File: config.mk
export PLATFORM = sky130hd
export DESIGN_NAME = rtb_timebase
export DESIGN_NICKNAME = d
export VERILOG_FILES = /design/src/hw/rtb_pkg.sv /design/src/hw/rtb_timebase.sv
export SDC_FILE = /design/constraint.sdc
export NUM_CORES = 1
export LEC_CHECK = 0
export BUFFER_PORTS_ARGS = -buffer_cell sky130_fd_sc_hd__buf_4
export CORE_UTILIZATION = 50
export CTS_CLUSTER_DIAMETER = 30
export DETAILED_ROUTE_END_ITERATION = 10
export GPL_TIMING_DRIVEN = 0
export HOLD_SLACK_MARGIN = 0.1
export PLACE_DENSITY = 0.72
export SYNTH_ARGS = -nofsm -noshare
export SYNTH_HDL_FRONTEND = slang
export SYNTH_SLANG_ARGS = --single-unit
File: constraint.sdc
create_clock -name clk_i -period 2.4 [get_ports clk_i]
set_input_delay 0.12 -clock clk_i [delete_from_list [all_inputs] [get_ports clk_i]]
set_output_delay 0.12 -clock clk_i [all_outputs]
set_load 0.05 [all_outputs]
File: src/hw/rtb_pkg.sv
// package: register map, field layout, reset values and timing counts of the timebase block
package rtb_pkg;
	// ==========================================
	// register addresses in the special-function space
	localparam logic [7:0] RTB_ADDR_CONTROL  = 8'ha1;
	localparam logic [7:0] RTB_ADDR_SUBSEC   = 8'ha2;
	localparam logic [7:0] RTB_ADDR_SECONDS  = 8'ha3;
	localparam logic [7:0] RTB_ADDR_MINUTES  = 8'ha4;
	localparam logic [7:0] RTB_ADDR_HOURS    = 8'ha5;
	localparam logic [7:0] RTB_ADDR_INTERVAL = 8'ha6;
	// ==========================================
	// control register fields
	localparam int RTB_CTL_CLKEN_BIT = 0;
	localparam int RTB_CTL_TIEN_BIT  = 1;
	localparam int RTB_CTL_MATCH_BIT = 2;
	localparam int RTB_CTL_STI_BIT   = 3;
	localparam int RTB_CTL_TBS_LO    = 4;
	localparam int RTB_CTL_TBS_HI    = 5;
	localparam logic [7:0] RTB_CTL_RESET = 8'h00;
	// ==========================================
	// reset values and count limits
	localparam logic [7:0] RTB_TIME_RESET     = 8'h00;
	localparam logic [7:0] RTB_INTERVAL_RESET = 8'h00;
	localparam logic [7:0] RTB_SUBSEC_LAST    = 8'h7f;
	localparam logic [7:0] RTB_SECONDS_LAST   = 8'h3b;
	localparam logic [7:0] RTB_MINUTES_LAST   = 8'h3b;
	localparam logic [7:0] RTB_HOURS_LAST     = 8'h17;
	// ==========================================
	// timebase select encoding
	typedef enum logic [1:0] {
		RTB_TB_SUBSEC,
		RTB_TB_SECONDS,
		RTB_TB_MINUTES,
		RTB_TB_HOURS
	} rtb_timebase_t;
	// ==========================================
	// timing
	localparam int RTB_CLK_MHZ          = 250;
	localparam int RTB_CLEAR_HOLD_NS_X10 = 305;
	localparam int RTB_CLEAR_HOLD_CYCLES =
		(RTB_CLEAR_HOLD_NS_X10 * 100 * RTB_CLK_MHZ + 9999) / 10000;
endpackage

File: src/hw/rtb_timebase.sv
// timebase counters, interval counter and interval compare of the time interval counter
`timescale 1ns/10ps
// Notes on behaviour
// interval counter equal to compare value sets match flag, interrupt if enabled.
// software loads an interval compare value between 0 and 255.
// with time clock enabled, sub-second count steps every 1/128 second.
// sub-second runs 0..127, wraps and bumps seconds in the same step.
// non-power reset keeps time if time clock enabled, else clears to zero.
// seconds advance once per second from the sub-second wrap.
// seconds run 0..59, wrap and bump minutes.
// minutes advance once per minute from the seconds wrap.
// minutes run 0..59, wrap and bump hours.
// hours run 0..23 then return to zero.
// clearing time clock enable stops counting and clears prescaler and time.
// time registers writable only while time clock enable is low.
// two-bit select picks which step (sub-second tick, or sub-second, seconds or minutes wrap) advances the interval counter.
// power-on reset clears interval compare and all time registers.
module rtb_timebase
	import rtb_pkg::*;
#(
	parameter int TICK_DIV = 256
) (
	input  wire logic       clk_i,
	input  wire logic       rst_i,
	input  wire logic       sys_rst_i,
	input  wire logic       xtal_tick_i,
	input  wire logic       sfr_wr_i,
	input  wire logic       sfr_rd_i,
	input  wire logic [7:0] sfr_addr_i,
	input  wire logic [7:0] sfr_wdata_i,
	input  wire logic       irq_enable_i,
	output logic      [7:0] sfr_rdata_o,
	output logic            sfr_hit_o,
	output logic            irq_o
);
	// ==========================================
	// state
	logic [7:0] ctl_q;
	logic [7:0] presc_q;
	logic [7:0] subsec_q;
	logic [7:0] secs_q;
	logic [7:0] min_q;
	logic [7:0] hour_q;
	logic [7:0] ival_q;
	logic [7:0] icnt_q;
	logic       clk_en;
	logic       en_fall;
	logic       tien;
	logic       tick128;
	logic       wrap_sub;
	logic       wrap_secs;
	logic       wrap_min;
	logic       ival_step;
	logic       match;
	logic       wr_time;
	rtb_timebase_t tb_sel;

	function automatic logic [7:0] wrap_inc(input logic [7:0] v, input logic [7:0] last);
		wrap_inc = (v == last) ? 8'h00 : 8'(v + 8'h01);
	endfunction

	function automatic logic hit(input logic [7:0] a);
		hit = sfr_wr_i && (sfr_addr_i == a);
	endfunction

	assign clk_en  = ctl_q[RTB_CTL_CLKEN_BIT];
	assign tien    = ctl_q[RTB_CTL_TIEN_BIT];
	assign tb_sel  = rtb_timebase_t'(ctl_q[RTB_CTL_TBS_HI:RTB_CTL_TBS_LO]);
	// sub-second tick from the prescaler
	assign tick128 = clk_en && xtal_tick_i && (presc_q == 8'(TICK_DIV - 1));
	// sub-second wrap
	assign wrap_sub  = tick128 && (subsec_q == RTB_SUBSEC_LAST);
	// seconds wrap
	assign wrap_secs = wrap_sub && (secs_q == RTB_SECONDS_LAST);
	// minutes wrap
	assign wrap_min  = wrap_secs && (min_q == RTB_MINUTES_LAST);
	// time writes only with clock off
	assign wr_time = !clk_en;
	// enable cleared by a write
	assign en_fall = clk_en && !sys_rst_i && hit(RTB_ADDR_CONTROL)
		&& !sfr_wdata_i[RTB_CTL_CLKEN_BIT];

	// timebase select
	always_comb begin
		case (tb_sel)
			RTB_TB_SUBSEC:  ival_step = tick128;
			RTB_TB_SECONDS: ival_step = wrap_sub;
			RTB_TB_MINUTES: ival_step = wrap_secs;
			RTB_TB_HOURS:   ival_step = wrap_min;
			default:        ival_step = 1'b0;
		endcase
	end

	// compare on the interval step
	assign match = tien && ival_step && (8'(icnt_q + 8'h01) == ival_q);

	// ==========================================
	// control register
	always_ff @(posedge clk_i or posedge rst_i) begin
		if (rst_i) begin
			ctl_q <= RTB_CTL_RESET;
		end else if (sys_rst_i) begin
			// enable survives if set
			ctl_q <= clk_en ? (RTB_CTL_RESET | 8'h01) : RTB_CTL_RESET;
		end else begin
			if (hit(RTB_ADDR_CONTROL)) begin
				ctl_q <= sfr_wdata_i;
			end
			// set wins over software clear
			if (match) begin
				ctl_q[RTB_CTL_MATCH_BIT] <= 1'b1;
				if (ctl_q[RTB_CTL_STI_BIT]) begin
					ctl_q[RTB_CTL_TIEN_BIT] <= 1'b0;
				end
			end
		end
	end

	// ==========================================
	// prescaler and time registers
	always_ff @(posedge clk_i or posedge rst_i) begin
		if (rst_i) begin
			// power-on clear
			presc_q  <= 8'h00;
			subsec_q <= RTB_TIME_RESET;
			secs_q   <= RTB_TIME_RESET;
			min_q    <= RTB_TIME_RESET;
			hour_q   <= RTB_TIME_RESET;
		end else if ((sys_rst_i && !clk_en) || en_fall) begin
			// non-power reset clears only with clock off
			// enable falling clears time
			presc_q  <= 8'h00;
			subsec_q <= RTB_TIME_RESET;
			secs_q   <= RTB_TIME_RESET;
			min_q    <= RTB_TIME_RESET;
			hour_q   <= RTB_TIME_RESET;
		end else if (!clk_en) begin
			// clock off clears prescaler
			presc_q <= 8'h00;
			if (wr_time && hit(RTB_ADDR_SUBSEC)) begin
				subsec_q <= sfr_wdata_i;
			end
			if (wr_time && hit(RTB_ADDR_SECONDS)) begin
				secs_q <= sfr_wdata_i;
			end
			if (wr_time && hit(RTB_ADDR_MINUTES)) begin
				min_q <= sfr_wdata_i;
			end
			if (wr_time && hit(RTB_ADDR_HOURS)) begin
				hour_q <= sfr_wdata_i;
			end
		end else if (!sys_rst_i) begin
			if (xtal_tick_i) begin
				presc_q <= (presc_q == 8'(TICK_DIV - 1)) ? 8'h00 : 8'(presc_q + 8'h01);
			end
			// sub-second step
			if (tick128) begin
				subsec_q <= wrap_inc(subsec_q, RTB_SUBSEC_LAST);
			end
			// seconds step
			if (wrap_sub) begin
				secs_q <= wrap_inc(secs_q, RTB_SECONDS_LAST);
			end
			// minutes step
			if (wrap_secs) begin
				min_q <= wrap_inc(min_q, RTB_MINUTES_LAST);
			end
			// hours step
			if (wrap_min) begin
				hour_q <= wrap_inc(hour_q, RTB_HOURS_LAST);
			end
		end
	end

	// ==========================================
	// interval compare and interval counter
	always_ff @(posedge clk_i or posedge rst_i) begin
		if (rst_i) begin
			// compare cleared at power-on
			ival_q <= RTB_INTERVAL_RESET;
		end else if (sys_rst_i) begin
			ival_q <= RTB_INTERVAL_RESET;
		end else if (hit(RTB_ADDR_INTERVAL)) begin
			ival_q <= sfr_wdata_i;
		end
	end

	always_ff @(posedge clk_i or posedge rst_i) begin
		if (rst_i) begin
			icnt_q <= 8'h00;
		end else if (sys_rst_i || !tien) begin
			icnt_q <= 8'h00;
		end else if (match) begin
			// reload after match
			icnt_q <= 8'h00;
		end else if (ival_step) begin
			icnt_q <= 8'(icnt_q + 8'h01);
		end
	end

	// ==========================================
	// read port and interrupt
	always_ff @(posedge clk_i or posedge rst_i) begin
		if (rst_i) begin
			sfr_rdata_o <= 8'h00;
		end else if (sfr_rd_i) begin
			case (sfr_addr_i)
				RTB_ADDR_CONTROL:  sfr_rdata_o <= ctl_q;
				RTB_ADDR_SUBSEC:   sfr_rdata_o <= subsec_q;
				RTB_ADDR_SECONDS:  sfr_rdata_o <= secs_q;
				RTB_ADDR_MINUTES:  sfr_rdata_o <= min_q;
				RTB_ADDR_HOURS:    sfr_rdata_o <= hour_q;
				RTB_ADDR_INTERVAL: sfr_rdata_o <= ival_q;
				default:           sfr_rdata_o <= 8'h00;
			endcase
		end
	end

	assign sfr_hit_o = (sfr_addr_i >= RTB_ADDR_CONTROL) && (sfr_addr_i <= RTB_ADDR_INTERVAL);
	// interrupt gated by enable
	assign irq_o = ctl_q[RTB_CTL_MATCH_BIT] && irq_enable_i;
endmodule

# --- Word level (Yosys, flattened, before mapping) ---
# Cells that the tools add are included.
word_totals:
  reg_bits: 72
  inputBits: 23
  output_inout_bits: 10
  elab_cells: 124
op_classes:
  n_addsub: 6
  order_cmp: 2
  eq_ne: 21
  muxes: 41
  reduce_logical: 43
op_table:
  columns: ["operator", "count"]
  rows:
  - ["$mux 8", 36]
  - ["$eq 8x8->1 const B", 7]
  - ["$add 8x1->8 const B", 6]
  - ["$pmux 8 s6", 1]
  - ["$logic_and 1x1->1", 23]
  - ["$reduce_bool 3->1", 6]
  - ["$eq 8x6->1 const B", 2]
  - ["$ne 3x1->1 const B", 4]
  - ["$reduce_and 3->1", 4]
  - ["$eq 8x5->1 const B", 1]
  - ["$eq 8x7->1 const B", 1]
  - ["$eq 8x8->1", 1]
  - ["$ge 8x8->1 const B", 1]
  - ["$le 8x8->1 const B", 1]
  - ["$ne 3x2->1 const B", 2]
  - ["$eq 2x2->1 const B", 2]
  - ["$logic_not 1->1", 4]
  - ["$pmux 1 s4", 1]
  - ["$reduce_bool 2->1", 2]
  - ["$eq 2x1->1 const B", 1]
  - ["$logic_not 2->1", 1]
  - ["$logic_or 1x1->1", 2]
  - ["$mux 1", 2]
  - ["$mux 2", 1]
  - ["$reduce_and 2->1", 1]

# --- Depth between registers and ports, before layout ---
# Gate-level depths: netlist (run 1).
depth:
  depth_word: 10
  mapped_depth: 8
  ltp_nobuf: 7

# --- Worst setup path before layout (run 1) ---
# No wires, ideal clock.
synth_timing:
  path_type: "register to register"
  start: "register min_q[0]"
  end: "register icnt_q[2]"
  setup_ps: 121
  t_arrival_ps: 1969
  setup_slack_ps: 310
  path_stages_with_launch: 8
  cell_sequence: "dfrtp_1 > ha_1 > nand2b_4 > or4_4 > a21o_1 > a21oi_4 > o2bb2ai_1 > a22o_1"
synth_via:
  elab_chain_cells: 7
  elab_cells_between_ends: 8
synth_rtl:
  columns: ["element", "line_no", "rtl"]
  rows:
  - ["from (decl)", "rtb_timebase.sv:42", "logic [7:0] min_q;"]
  - ["from (signal assigned)", "rtb_timebase.sv:147", "min_q <= sfr_wdata_i;"]
  - ["from (signal assigned)", "rtb_timebase.sv:166", "min_q <= wrap_inc(min_q, RTB_MINUTES_LAST);"]
  - ["$eq 8x6->1 *", "rtb_timebase.sv:76", "assign wrap_min = wrap_secs && (min_q == RTB_MINUTES_LAST);"]
  - ["$logic_and 1x1->1 *", "rtb_timebase.sv:76", null]
  - ["$pmux 1 s4 *", "rtb_timebase.sv:85", "case (tb_sel)"]
  - ["$logic_and 1x1->1 (2 in a row)", "rtb_timebase.sv:95", "assign match = tien && ival_step && (8'(icnt_q + 8'h01) == ival_q);"]
  - ["$mux 8", "rtb_timebase.sv:193", "end else if (match) begin"]
  - ["$mux 8", "rtb_timebase.sv:191", "end else if (sys_rst_i || !tien) begin"]
  - ["to (signal assigned)", "rtb_timebase.sv:197", "icnt_q <= 8'(icnt_q + 8'h01);"]
  - ["to (decl)", "rtb_timebase.sv:45", "logic [7:0] icnt_q;"]
# Every way passes the cells marked *; elsewhere a longest branch is shown, timed or not.
# A chain may end at the register's enable or synchronous reset.

# --- Final worst setup path (run 1) ---
layout_timing:
  start: "register ctl_q[0]"
  end: "register min_q[5]"
layout_via:
  elab_chain_cells: 6
  elab_cells_between_ends: 17
layout_rtl:
  columns: ["element", "line_no", "rtl"]
  rows:
  - ["from (decl)", "rtb_timebase.sv:38", "logic [7:0] ctl_q;"]
  - ["from (signal assigned)", "rtb_timebase.sv:104", "ctl_q <= clk_en ? (RTB_CTL_RESET | 8'h01) : RTB_CTL_RESET;"]
  - ["from (signal assigned)", "rtb_timebase.sv:107", "ctl_q <= sfr_wdata_i;"]
  - ["$logic_and 1x1->1 (on tied branches) (2 in a row)", "rtb_timebase.sv:70, rtb_timebase.sv:80", null]
  - ["$logic_and 1x1->1 (on tied branches)", "rtb_timebase.sv:72, rtb_timebase.sv:81", null]
  - ["$logic_and 1x1->1 / $logic_or 1x1->1 (equally long branches)", "rtb_timebase.sv:74, rtb_timebase.sv:129", null]
  - ["$ne 3x1->1 (no source line), or another cell as far along", null, null]
  - ["$reduce_and 3->1 (no source line)", null, null]
# Parallel ways exist; a longest one is shown, timed or not.

==> impl_metrics.json, run 1 <==
{
  "status": "finished, final reports clean",
  "reg2reg_to": "min_q[5]",
  "synth_area_leaders": "dfrtp_1 37%, nand2_1 5.9%, nor2_1 5.1%",
  "via_per_inst": 6.28,
  "fin_nets": 634,
  "start_util": 0.519,
  "grt.overflow.total": 0,
  "grt_max_degree": 67,
  "crit_family": "buffers and inverters",
  "hold_path_class": "in -> reg",
  "synth_common_cells": "76 x nand2_1, 72 x dfrtp_1, 66 x nor2_1",
  "irDropWorstVdd_v": 0.000258,
  "dr.pass1.iters": 4,
  "r2r-start": "ctl_q[0]",
  "yosysMostFrequentCell": "nand2_1",
  "die_y_um": 100,
  "cts_buffer_depth": 2,
  "synth_area_um2": 4820,
  "cp_max_fo": 10,
  "crit_start": "ctl_q[0]",
  "dp.final_hpwl_um": 10200,
  "cp.depth": 6,
  "grt_pass1_vias": 4462,
  "critPathRequiredTime_ns": 2.61,
  "reg2reg_depth": 6,
  "startpoint_type": "register",
  "ios": 33,
  "final_util": 0.597,
  "io_buffers": 30,
  "ys.flop_type": "dfrtp_1",
  "clk_latency_ns": 0.36,
  "r2r_slack_ns": 0.08,
  "grt_antenna_before_repair": 0,
  "finalCritPeriodShare": 0.965,
  "crit_buf_inv": 3,
  "netlist_instances": 552,
  "crit_chain": "clkbuf_1 > clkbuf_1 > clkbuf_1 > o21ai_0 > a32oi_1 > o21ai_0",
  "drt_iter0_drc": 420,
  "ant_nets": 0,
  "numCtsBuffers": 9,
  "crit_type": "reg -> reg",
  "drv_slew": 0,
  "synth_largest_area_cell": "dfrtp_1",
  "cp_slowest_cell": "clkbuf_1",
  "worst_pin_slew_ns": 0.967,
  "track_usage": 0.296,
  "cpMostUsedCell": "clkbuf_1",
  "achievable-frequency_mhz": 432,
  "drt-total-wl_um": 13900,
  "core-area_um2": 9280,
  "num_vias": 4638,
  "min_from": "xtal_tick_i",
  "htreeDepth": 3,
  "clkSinkCount": 72,
  "leakage_uw": 0.00227,
  "ys_async_sr_fraction": 1.00,
  "hold_violations": 0,
  "fp.dieW_um": 100,
  "clock_tree.root_cell": "clkbuf_8",
  "synth_cell_types": 81,
  "grt_pass1_wl_um": 22700,
  "yosysWarnings": 0,
  "fin_crit_ns": 2.32,
  "area_growth_pct": 15.1,
  "ys_ff_latch": 72,
  "route.detailed.drc": 0,
  "synth_top_cell_area_share": 0.374,
  "skew_ns": 0.0107,
  "dieArea_um2": 10000,
  "clk_pin_slew_worst_paths_ns": 0.07,
  "wl_per_cell_um": 18.8,
  "slew_headroom": 0.349,
  "arrival_ns": 2.53,
  "setup_viol": 0,
  "ys_seq_area_frac": 0.374,
  "worstSetupEndpoint": "min_q[5]",
  "end_kind": "register",
  "synth-edff-count": 0,
  "drive_gt1_frac": 0.182,
  "rows": 35,
  "drv_cap": 0,
  "rsz0062_at_grt": "no",
  "syn-num-nets": 581,
  "avgSynthCellArea_um2": 8.73,
  "p_per_area_nw_per_um2": 483,
  "final.setup.tns_ns": 0,
  "cts_tree": "done",
  "slowest_delay_ns": 0.52,
  "gp_congestion": 0.982
}
==> worst min-delay path, stage by stage <==
cell     delay (ns)
buf_4          0.09
nand2_1        0.08
nand2_1        0.08
a21oi_1        0.05
==> flip-flops by register name (all words and copies together) (netlist names) <==
name / count
ctl_q: 8
hour_q: 8
icnt_q: 8
sfr_rdata_o: 8
subsec_q: 8
presc_q: 8
secs_q: 8
min_q: 8
ival_q: 8
==> cell families (layout without fill, tap and decap cells) <==
| kind of cell | after synthesis | after routing | synth area share |
|---|---|---|---|
| flip-flops | 72 | 72 | 0.374 |
| AND/OR/NAND/NOR | 246 | 246 | 0.261 |
| multiplexers | 11 | 11 | 0.0234 |
| buffers and inverters | 36 | 93 | 0.0358 |
| XOR/XNOR | 11 | 11 | 0.0200 |
| adder cells (fa/ha/maj) | 6 | 6 | 0.0156 |
| other | 0 | 1 | 0 |
| AO/OA/AOI/OAI | 170 | 170 | 0.270 |
==> layer usage <==
metal	GRT usage	up-vias	share of wire	wire (µm)
met5	0	-	0	0
met4	0.155	0	0.038	534
met3	0.0467	45	0.062	864
met2	0.455	185	0.44	6180
met1	0.404	2256	0.45	6320
li1	-	2152	-	-
==> cell usage in the layout, fill, tap and decap left out, types with 6 or more instances in the layout <==
master / netlist / final
nand2_1: 76 / 76
dfrtp_1: 72 / 71
nor2_1: 66 / 65
buf_4: 2 / 34
nand3_1: 27 / 27
a21oi_1: 24 / 24
o21ai_0: 22 / 22
clkbuf_1: 15 / 16
a31oi_1: 15 / 15
and3_1: 11 / 11
clkbuf_8: 0 / 11
a21oi_2: 10 / 10
nor3_1: 11 / 10
mux2i_1: 9 / 9
dlygate4sd3_1: 0 / 9
inv_1: 9 / 8
and2_1: 8 / 8
nand4_1: 8 / 8
a22o_1: 8 / 8
o22a_1: 8 / 8
a22oi_1: 8 / 8
a21o_1: 7 / 7
o21a_1: 7 / 7
a221oi_1: 7 / 7
xnor2_1: 7 / 7
buf_2: 6 / 6
o21ai_2: 6 / 6
==> area by class of cell <==
type	count	area [µm²]
fillers	824	3740
clock buffers	12	155
diodes	1	2.50
well taps	129	161
flip-flops and latches	72	1800
plain buffers	26	135
clock inverters	3	17.5
inverters	10	40.0
multi-input cells	444	2870
repair buffers	42	358
==> worst min-delay path by stage <==
stage	endpoint	slack, ns	depth (start not counted)
2_1_floorplan	ctl_q[6]	0.25	2
3_3_place_gp	ctl_q[5]	0.39	3
3_5_place_dp	presc_q[4]	0.02	2
4_1_cts	presc_q[1]	0.10	4
5_1_grt	presc_q[1]	0.12	4
6_report	presc_q[1]	0.11	4
==> stage by stage <==
| stage | cell area (µm²) | cells | setup WS [ns] | power, µW | hold WS [ns] |
|---|---|---|---|---|---|
| floorplan | 4820 | 552 | 0.310 | 1630 | 0.251 |
| global placement | 5200 | 711 | -0.521 | 1770 | 0.394 |
| detailed placement | 5230 | 712 | -0.133 | 1790 | 0.0199 |
| CTS | 5510 | 736 | 0.0482 | 2680 | 0.102 |
| global route | 5540 | 738 | 0.00380 | 2790 | 0.124 |
| finish | 5550 | 739 | 0.0832 | 2680 | 0.110 |
==> where the power goes <==
part / total (µW) / internal, µW / leakage (µW) / switching [µW]
combinational: 431 / 169 / 0.00123 / 262
sequential: 1350 / 1270 / 0.000950 / 82.4
clock: 895 / 423 / 0.0000882 / 472
total: 2680 / 1860 / 0.00227 / 817
==> timing repair <==
item,4_1_cts,5_1_grt
endpoints found under the setup margin,7,15
gates resized for setup,2,5
pin swaps,0,2
buffers inserted,0,2
hold buffers,9,0
endpoints found under the hold margin,86,0
Power figures use the tool's default switching activity.
==> run 2, diff against run 1 <==
Settings changed: HOLD_SLACK_MARGIN 0.1 to 0.06, PLACE_DENSITY 0.72 to 0.71.
==> run 2 against run 1 <==
First-iteration DRC count unchanged. Routed wire length increased by 2.2%. Critical path depth increased by 1. Flip-flop and latch count unchanged. Via count decreased by 0.84%. Sequential share of layout area decreased by 0.18 points. Clock power increased by 13%. Fmax increased by 0.40%. Count of clock-buffer cells in the layout increased by 1. Register-to-register slack about the same. Total power increased by 4.4%. Hold slack improved by 0.018 ns. Critical endpoint is now icnt_q[2]. Largest power group unchanged.
==> impl_metrics.json, run 2 (synthesis gave the netlist of run 1 again) <==
{
  "drv_slew": 0,
  "final_util": 0.601,
  "reg2reg_to": "icnt_q[2]",
  "crit_type": "reg -> reg",
  "clock_tree.root_cell": "clkbuf_8",
  "gp_congestion": 0.972,
  "ant_nets": 0,
  "worst_pin_slew_ns": 0.959,
  "slew_headroom": 0.355,
  "hold_violations": 0,
  "critPathRequiredTime_ns": 2.65,
  "cp_slowest_cell": "or4_4",
  "route.detailed.drc": 0,
  "fin_nets": 634,
  "hold_slack_ns": 0.128,
  "grt_max_degree": 63,
  "hold_path_end": "ctl_q[7]",
  "die_y_um": 100,
  "grt_pass1_wl_um": 22800,
  "seqPwrFrac": 0.484,
  "hold_path_class": "in -> reg",
  "cp_max_fo": 9,
  "post-place-cells": 712,
  "crit_chain": "ha_2 > nand2b_4 > or4_4 > a21o_1 > a21oi_4 > o2bb2ai_1 > a22o_1",
  "seq_area_um2": 1800,
  "core-area_um2": 9280,
  "status": "finished, final reports clean",
  "combPwrFrac": 0.155,
  "p_clk_frac": 0.361,
  "wl_per_cell_um": 19.2,
  "dieArea_um2": 10000,
  "num_vias": 4599,
  "p_per_area_nw_per_um2": 502,
  "htreeDepth": 3,
  "placed_area_um2": 5230,
  "drv_cap": 0,
  "leakage_uw": 0.00229,
  "swShare": 0.294,
  "clk_latency_ns": 0.36,
  "stdcell_area_um2": 5580,
  "clkSinkCount": 72,
  "arrival_ns": 2.56,
  "multi_input_area_um2": 2880,
  "track_usage": 0.299,
  "r2r_slack_ns": 0.09,
  "grt.overflow.total": 0,
  "start_util": 0.519,
  "antenna_cells": 0,
  "drt-total-wl_um": 14200,
  "cts_tree": "done",
  "grt_pass1_vias": 4299,
  "final_cell_mix": "76 x nand2_1, 71 x dfrtp_1, 66 x nor2_1",
  "achievable-frequency_mhz": 433,
  "slowest_delay_ns": 0.55,
  "rows": 35,
  "startpoint_type": "register",
  "hold_depth": 4,
  "fp.dieW_um": 100,
  "reg2reg_depth": 7,
  "irDropWorstVdd_v": 0.000323,
  "area_growth_pct": 15.8,
  "dr.pass1.iters": 6,
  "final_cells": 739,
  "end_kind": "register",
  "grt_antenna_before_repair": 0,
  "numCtsBuffers": 9,
  "fin_crit_ns": 2.31,
  "dp.final_hpwl_um": 10400,
  "setup_ws_ns": 0.0924,
  "drt_iter0_drc": 420,
  "skew_ns": 0.0104,
  "clk_pin_slew_worst_paths_ns": 0.08,
  "switching_power_uw": 822,
  "drive_gt1_frac": 0.184,
  "layout_commonest_cell": "nand2_1",
  "io_buffers": 30,
  "ios": 33,
  "via_per_inst": 6.22,
  "setup_viol": 0,
  "pre_cts_ws_ns": -0.213,
  "finalCritPeriodShare": 0.961,
  "fillers": 847,
  "cts_buffer_depth": 2,
  "r2r-start": "min_q[0]",
  "p_int_uw": 1980,
  "min_from": "sfr_addr_i[4]"
}
==> run 2: worst max path at each step <==
stage / start / endpoint / slack (ns) / depth (start not counted)
global route: presc_q[0] / hour_q[4] / -0.01 / 8
finish: min_q[0] / icnt_q[2] / 0.09 / 7
detailed placement: min_q[0] / hour_q[4] / -0.21 / 8
CTS: min_q[0] / hour_q[4] / 0.005 / 8
floorplan: min_q[0] / icnt_q[2] / 0.31 / 7
global placement: rst_i / sfr_rdata_o[0] / -0.47 / 2
==> run 2: per-layer routing <==
layer	global-route usage	vias up	part of all wire
met5	0	-	0
met4	0.120	0	0.031
met3	0.0627	42	0.080
met2	0.460	213	0.46
met1	0.411	2194	0.43
li1	-	2150	-
==> run 2: timing repair <==
item	CTS	global route
hold endpoints to repair	83	0
gates resized for setup	2	7
hold buffers	9	0
endpoints found under the setup margin	8	16
setup buffers	0	2
pin swaps	0	3
==> run 2: cell type report <==
cell class | count | share of cell area
sequential | 72 | 0.323
buffer | 26 | 0.0245
tap | 129 | 0.0289
inverter | 10 | 0.00718
multi-input combinational | 444 | 0.516
clock buffer | 13 | 0.0285
clock inverter | 3 | 0.00718
timing repair buffer | 42 | 0.0642
==> run 2: per-stage QoR <==
step / power [µW] / TNS (ns)
3_5_place_dp: 1790 / -1.22
2_1_floorplan: 1630 / 0
4_1_cts: 2800 / 0
6_report: 2800 / 0
5_1_grt: 2920 / -0.0111
3_3_place_gp: 1770 / -34.14
==> run 2: power by group through the flow <==
| stage | sequential [µW] | clock (µW) | combinational, µW |
|---|---|---|---|
| 2_1_floorplan | 1380 | 0 | 246 |
| 3_3_place_gp | 1370 | 0 | 398 |
| 3_5_place_dp | 1370 | 0 | 414 |
| 4_1_cts | 1350 | 1020 | 427 |
| 5_1_grt | 1360 | 1090 | 472 |
| 6_report | 1350 | 1010 | 433 |
==> run 2: critical path: cells and delay by family, from the launching register on <==
kind            cells  cell delay (ns)
compound gates      4             0.91
fa+ha+maj           1             0.24
flops               1             0.42
simple gates        2             0.63
==> run 3, diff against run 2 <==
Settings changed: CORE_UTILIZATION 50 to 40, PLACE_DENSITY 0.71 to 0.64.
==> run 3 against run 2 <==
The flow now finishes with violations (DRC). Highest routed layer unchanged. Non-clock buffer count shrank 2. Flip-flop and latch count stayed put. Via count increased by 0.41%. Sequential power barely moved. Die area up 24%. Routed wire length up 1.2%.
==> impl_metrics.json, run 3 (synthesis gave the netlist of run 1 again) <==
{
  "status": "finished, violations left",
  "failed_checks": "DRC",
  "drv_slew": 0,
  "fin_nets": 633,
  "clkSinkCount": 72,
  "crit_chain": "clkbuf_1 > inv_1 > clkbuf_1 > clkbuf_1 > nor3_1 > nor3b_1",
  "grt_pass1_vias": 4246,
  "numCtsBuffers": 9,
  "track_usage": 0.239,
  "dieArea_um2": 12500,
  "grt_antenna_before_repair": 0,
  "route.detailed.drc": 5,
  "p_per_area_nw_per_um2": 560,
  "drv_cap": 0,
  "final.setup.tns_ns": 0,
  "dp.final_hpwl_um": 10400,
  "htreeDepth": 3,
  "cts_buffer_depth": 2,
  "gp_congestion": 0.928,
  "pre_cts_ws_ns": -0.167,
  "hold_violations": 0,
  "clk_pin_slew_worst_paths_ns": 0.06,
  "layout_commonest_cell": "nand2_1",
  "setup_ws_ns": 0.109,
  "cts_tree": "done",
  "num_vias": 4618,
  "cp_slowest_cell": "clkbuf_1",
  "grt_max_degree": 38,
  "wl_per_cell_um": 19.1,
  "grt.overflow.total": 0,
  "irDropWorstVdd_v": 0.000269,
  "fp.dieW_um": 112,
  "startpoint_type": "register",
  "io_buffers": 30,
  "dr.pass1.iters": 8,
  "slew_headroom": 0.339,
  "end_kind": "register",
  "ant_nets": 0,
  "antenna_cells": 0,
  "critPathRequiredTime_ns": 2.65,
  "crit_type": "reg -> reg",
  "via_per_inst": 6.14,
  "clock_tree.root_cell": "clkbuf_16",
  "placed_area_um2": 5240,
  "grt_pass1_wl_um": 23000,
  "drt_iter0_drc": 465,
  "fillers": 1084,
  "final_cell_mix": "76 x nand2_1, 72 x dfrtp_1, 66 x nor2_1",
  "hold_path_class": "in -> reg",
  "slowest_delay_ns": 0.56,
  "skew_ns": 0.00571,
  "arrival_ns": 2.54,
  "stdcell_area_um2": 5680,
  "start_util": 0.417,
  "cp_max_fo": 10,
  "cpMostUsedCell": "clkbuf_1",
  "fin_crit_ns": 2.29,
  "worst_pin_slew_ns": 0.980,
  "drive_gt1_frac": 0.186,
  "ios": 33,
  "rsz0062_at_grt": "yes",
  "finalCritPeriodShare": 0.955,
  "r2r_slack_ns": 0.11,
  "power.total_uw": 3180,
  "drt-total-wl_um": 14400,
  "area_growth_pct": 17.8,
  "die_y_um": 112,
  "core-area_um2": 11600,
  "leakage_uw": 0.00230,
  "achievable-frequency_mhz": 437,
  "clk_latency_ns": 0.34,
  "rows": 39,
  "setup_viol": 0
}
-- run 3: cell type report --
type,instances,area [µm²],share of cell area
tap,143,179,0.0315
buffer,26,135,0.0238
inverter,10,40.0,0.00705
multi-input combinational,445,2880,0.508
clock inverter,5,55.1,0.00970
sequential,72,1800,0.317
timing repair buffer,40,330,0.0582
clock buffer,11,253,0.0445
-- run 3: worst paths after layout --
path	cells past startpoint	to	startpoint
min	3	ival_q[0]	sfr_wdata_i[0]
max in group asynchronous	4	hour_q[3]	rst_i
min reg2reg	1	sfr_rdata_o[0]	sfr_rdata_o[0]
max	6	hour_q[6]	ctl_q[0]
min in group asynchronous	3	icnt_q[2]	rst_i
max reg2reg	6	hour_q[6]	ctl_q[0]
-- run 3: timing repair --
action                                  CTS  global route
gates resized for setup                   1             4
hold buffers                              7             0
setup buffers                             0             2
cloned                                    0             1
endpoints found under the hold margin    42             0
pin swaps                                 0             3
endpoints found under the setup margin    7            16
-- run 3: worst max-delay path: cells and delay by family, from the launching register on --
family	cells	cell delay [ns]
buffers and inverters	4	1.50
flip-flops	1	0.36
AND/OR/NAND/NOR	2	0.34
-- run 3: power by group --
| group | total [µW] | internal, µW | leakage [µW] | switching (µW) |
|---|---|---|---|---|
| Clock | 1390 | 858 | 0.000148 | 534 |
| Sequential | 1360 | 1270 | 0.000951 | 84.6 |
| Combinational | 427 | 165 | 0.00120 | 262 |
| Total | 3180 | 2300 | 0.00230 | 881 |
-- run 3: layer usage --
layer	vias up	part of all wire	GRT usage
met4	0	0.039	0.0955
met2	189	0.45	0.370
li1	2153	-	-
met5	-	0	0
met3	40	0.071	0.0528
met1	2236	0.44	0.324
-- run 3: stage by stage --
stage               cells  utilization  hold slack (ns)
detailed placement    726        0.453            0.185
finish                752        0.491           0.0694
CTS                   749        0.487           0.0610
global placement      725        0.451            0.396
global route          752        0.491           0.0800
floorplan             552            -            0.251
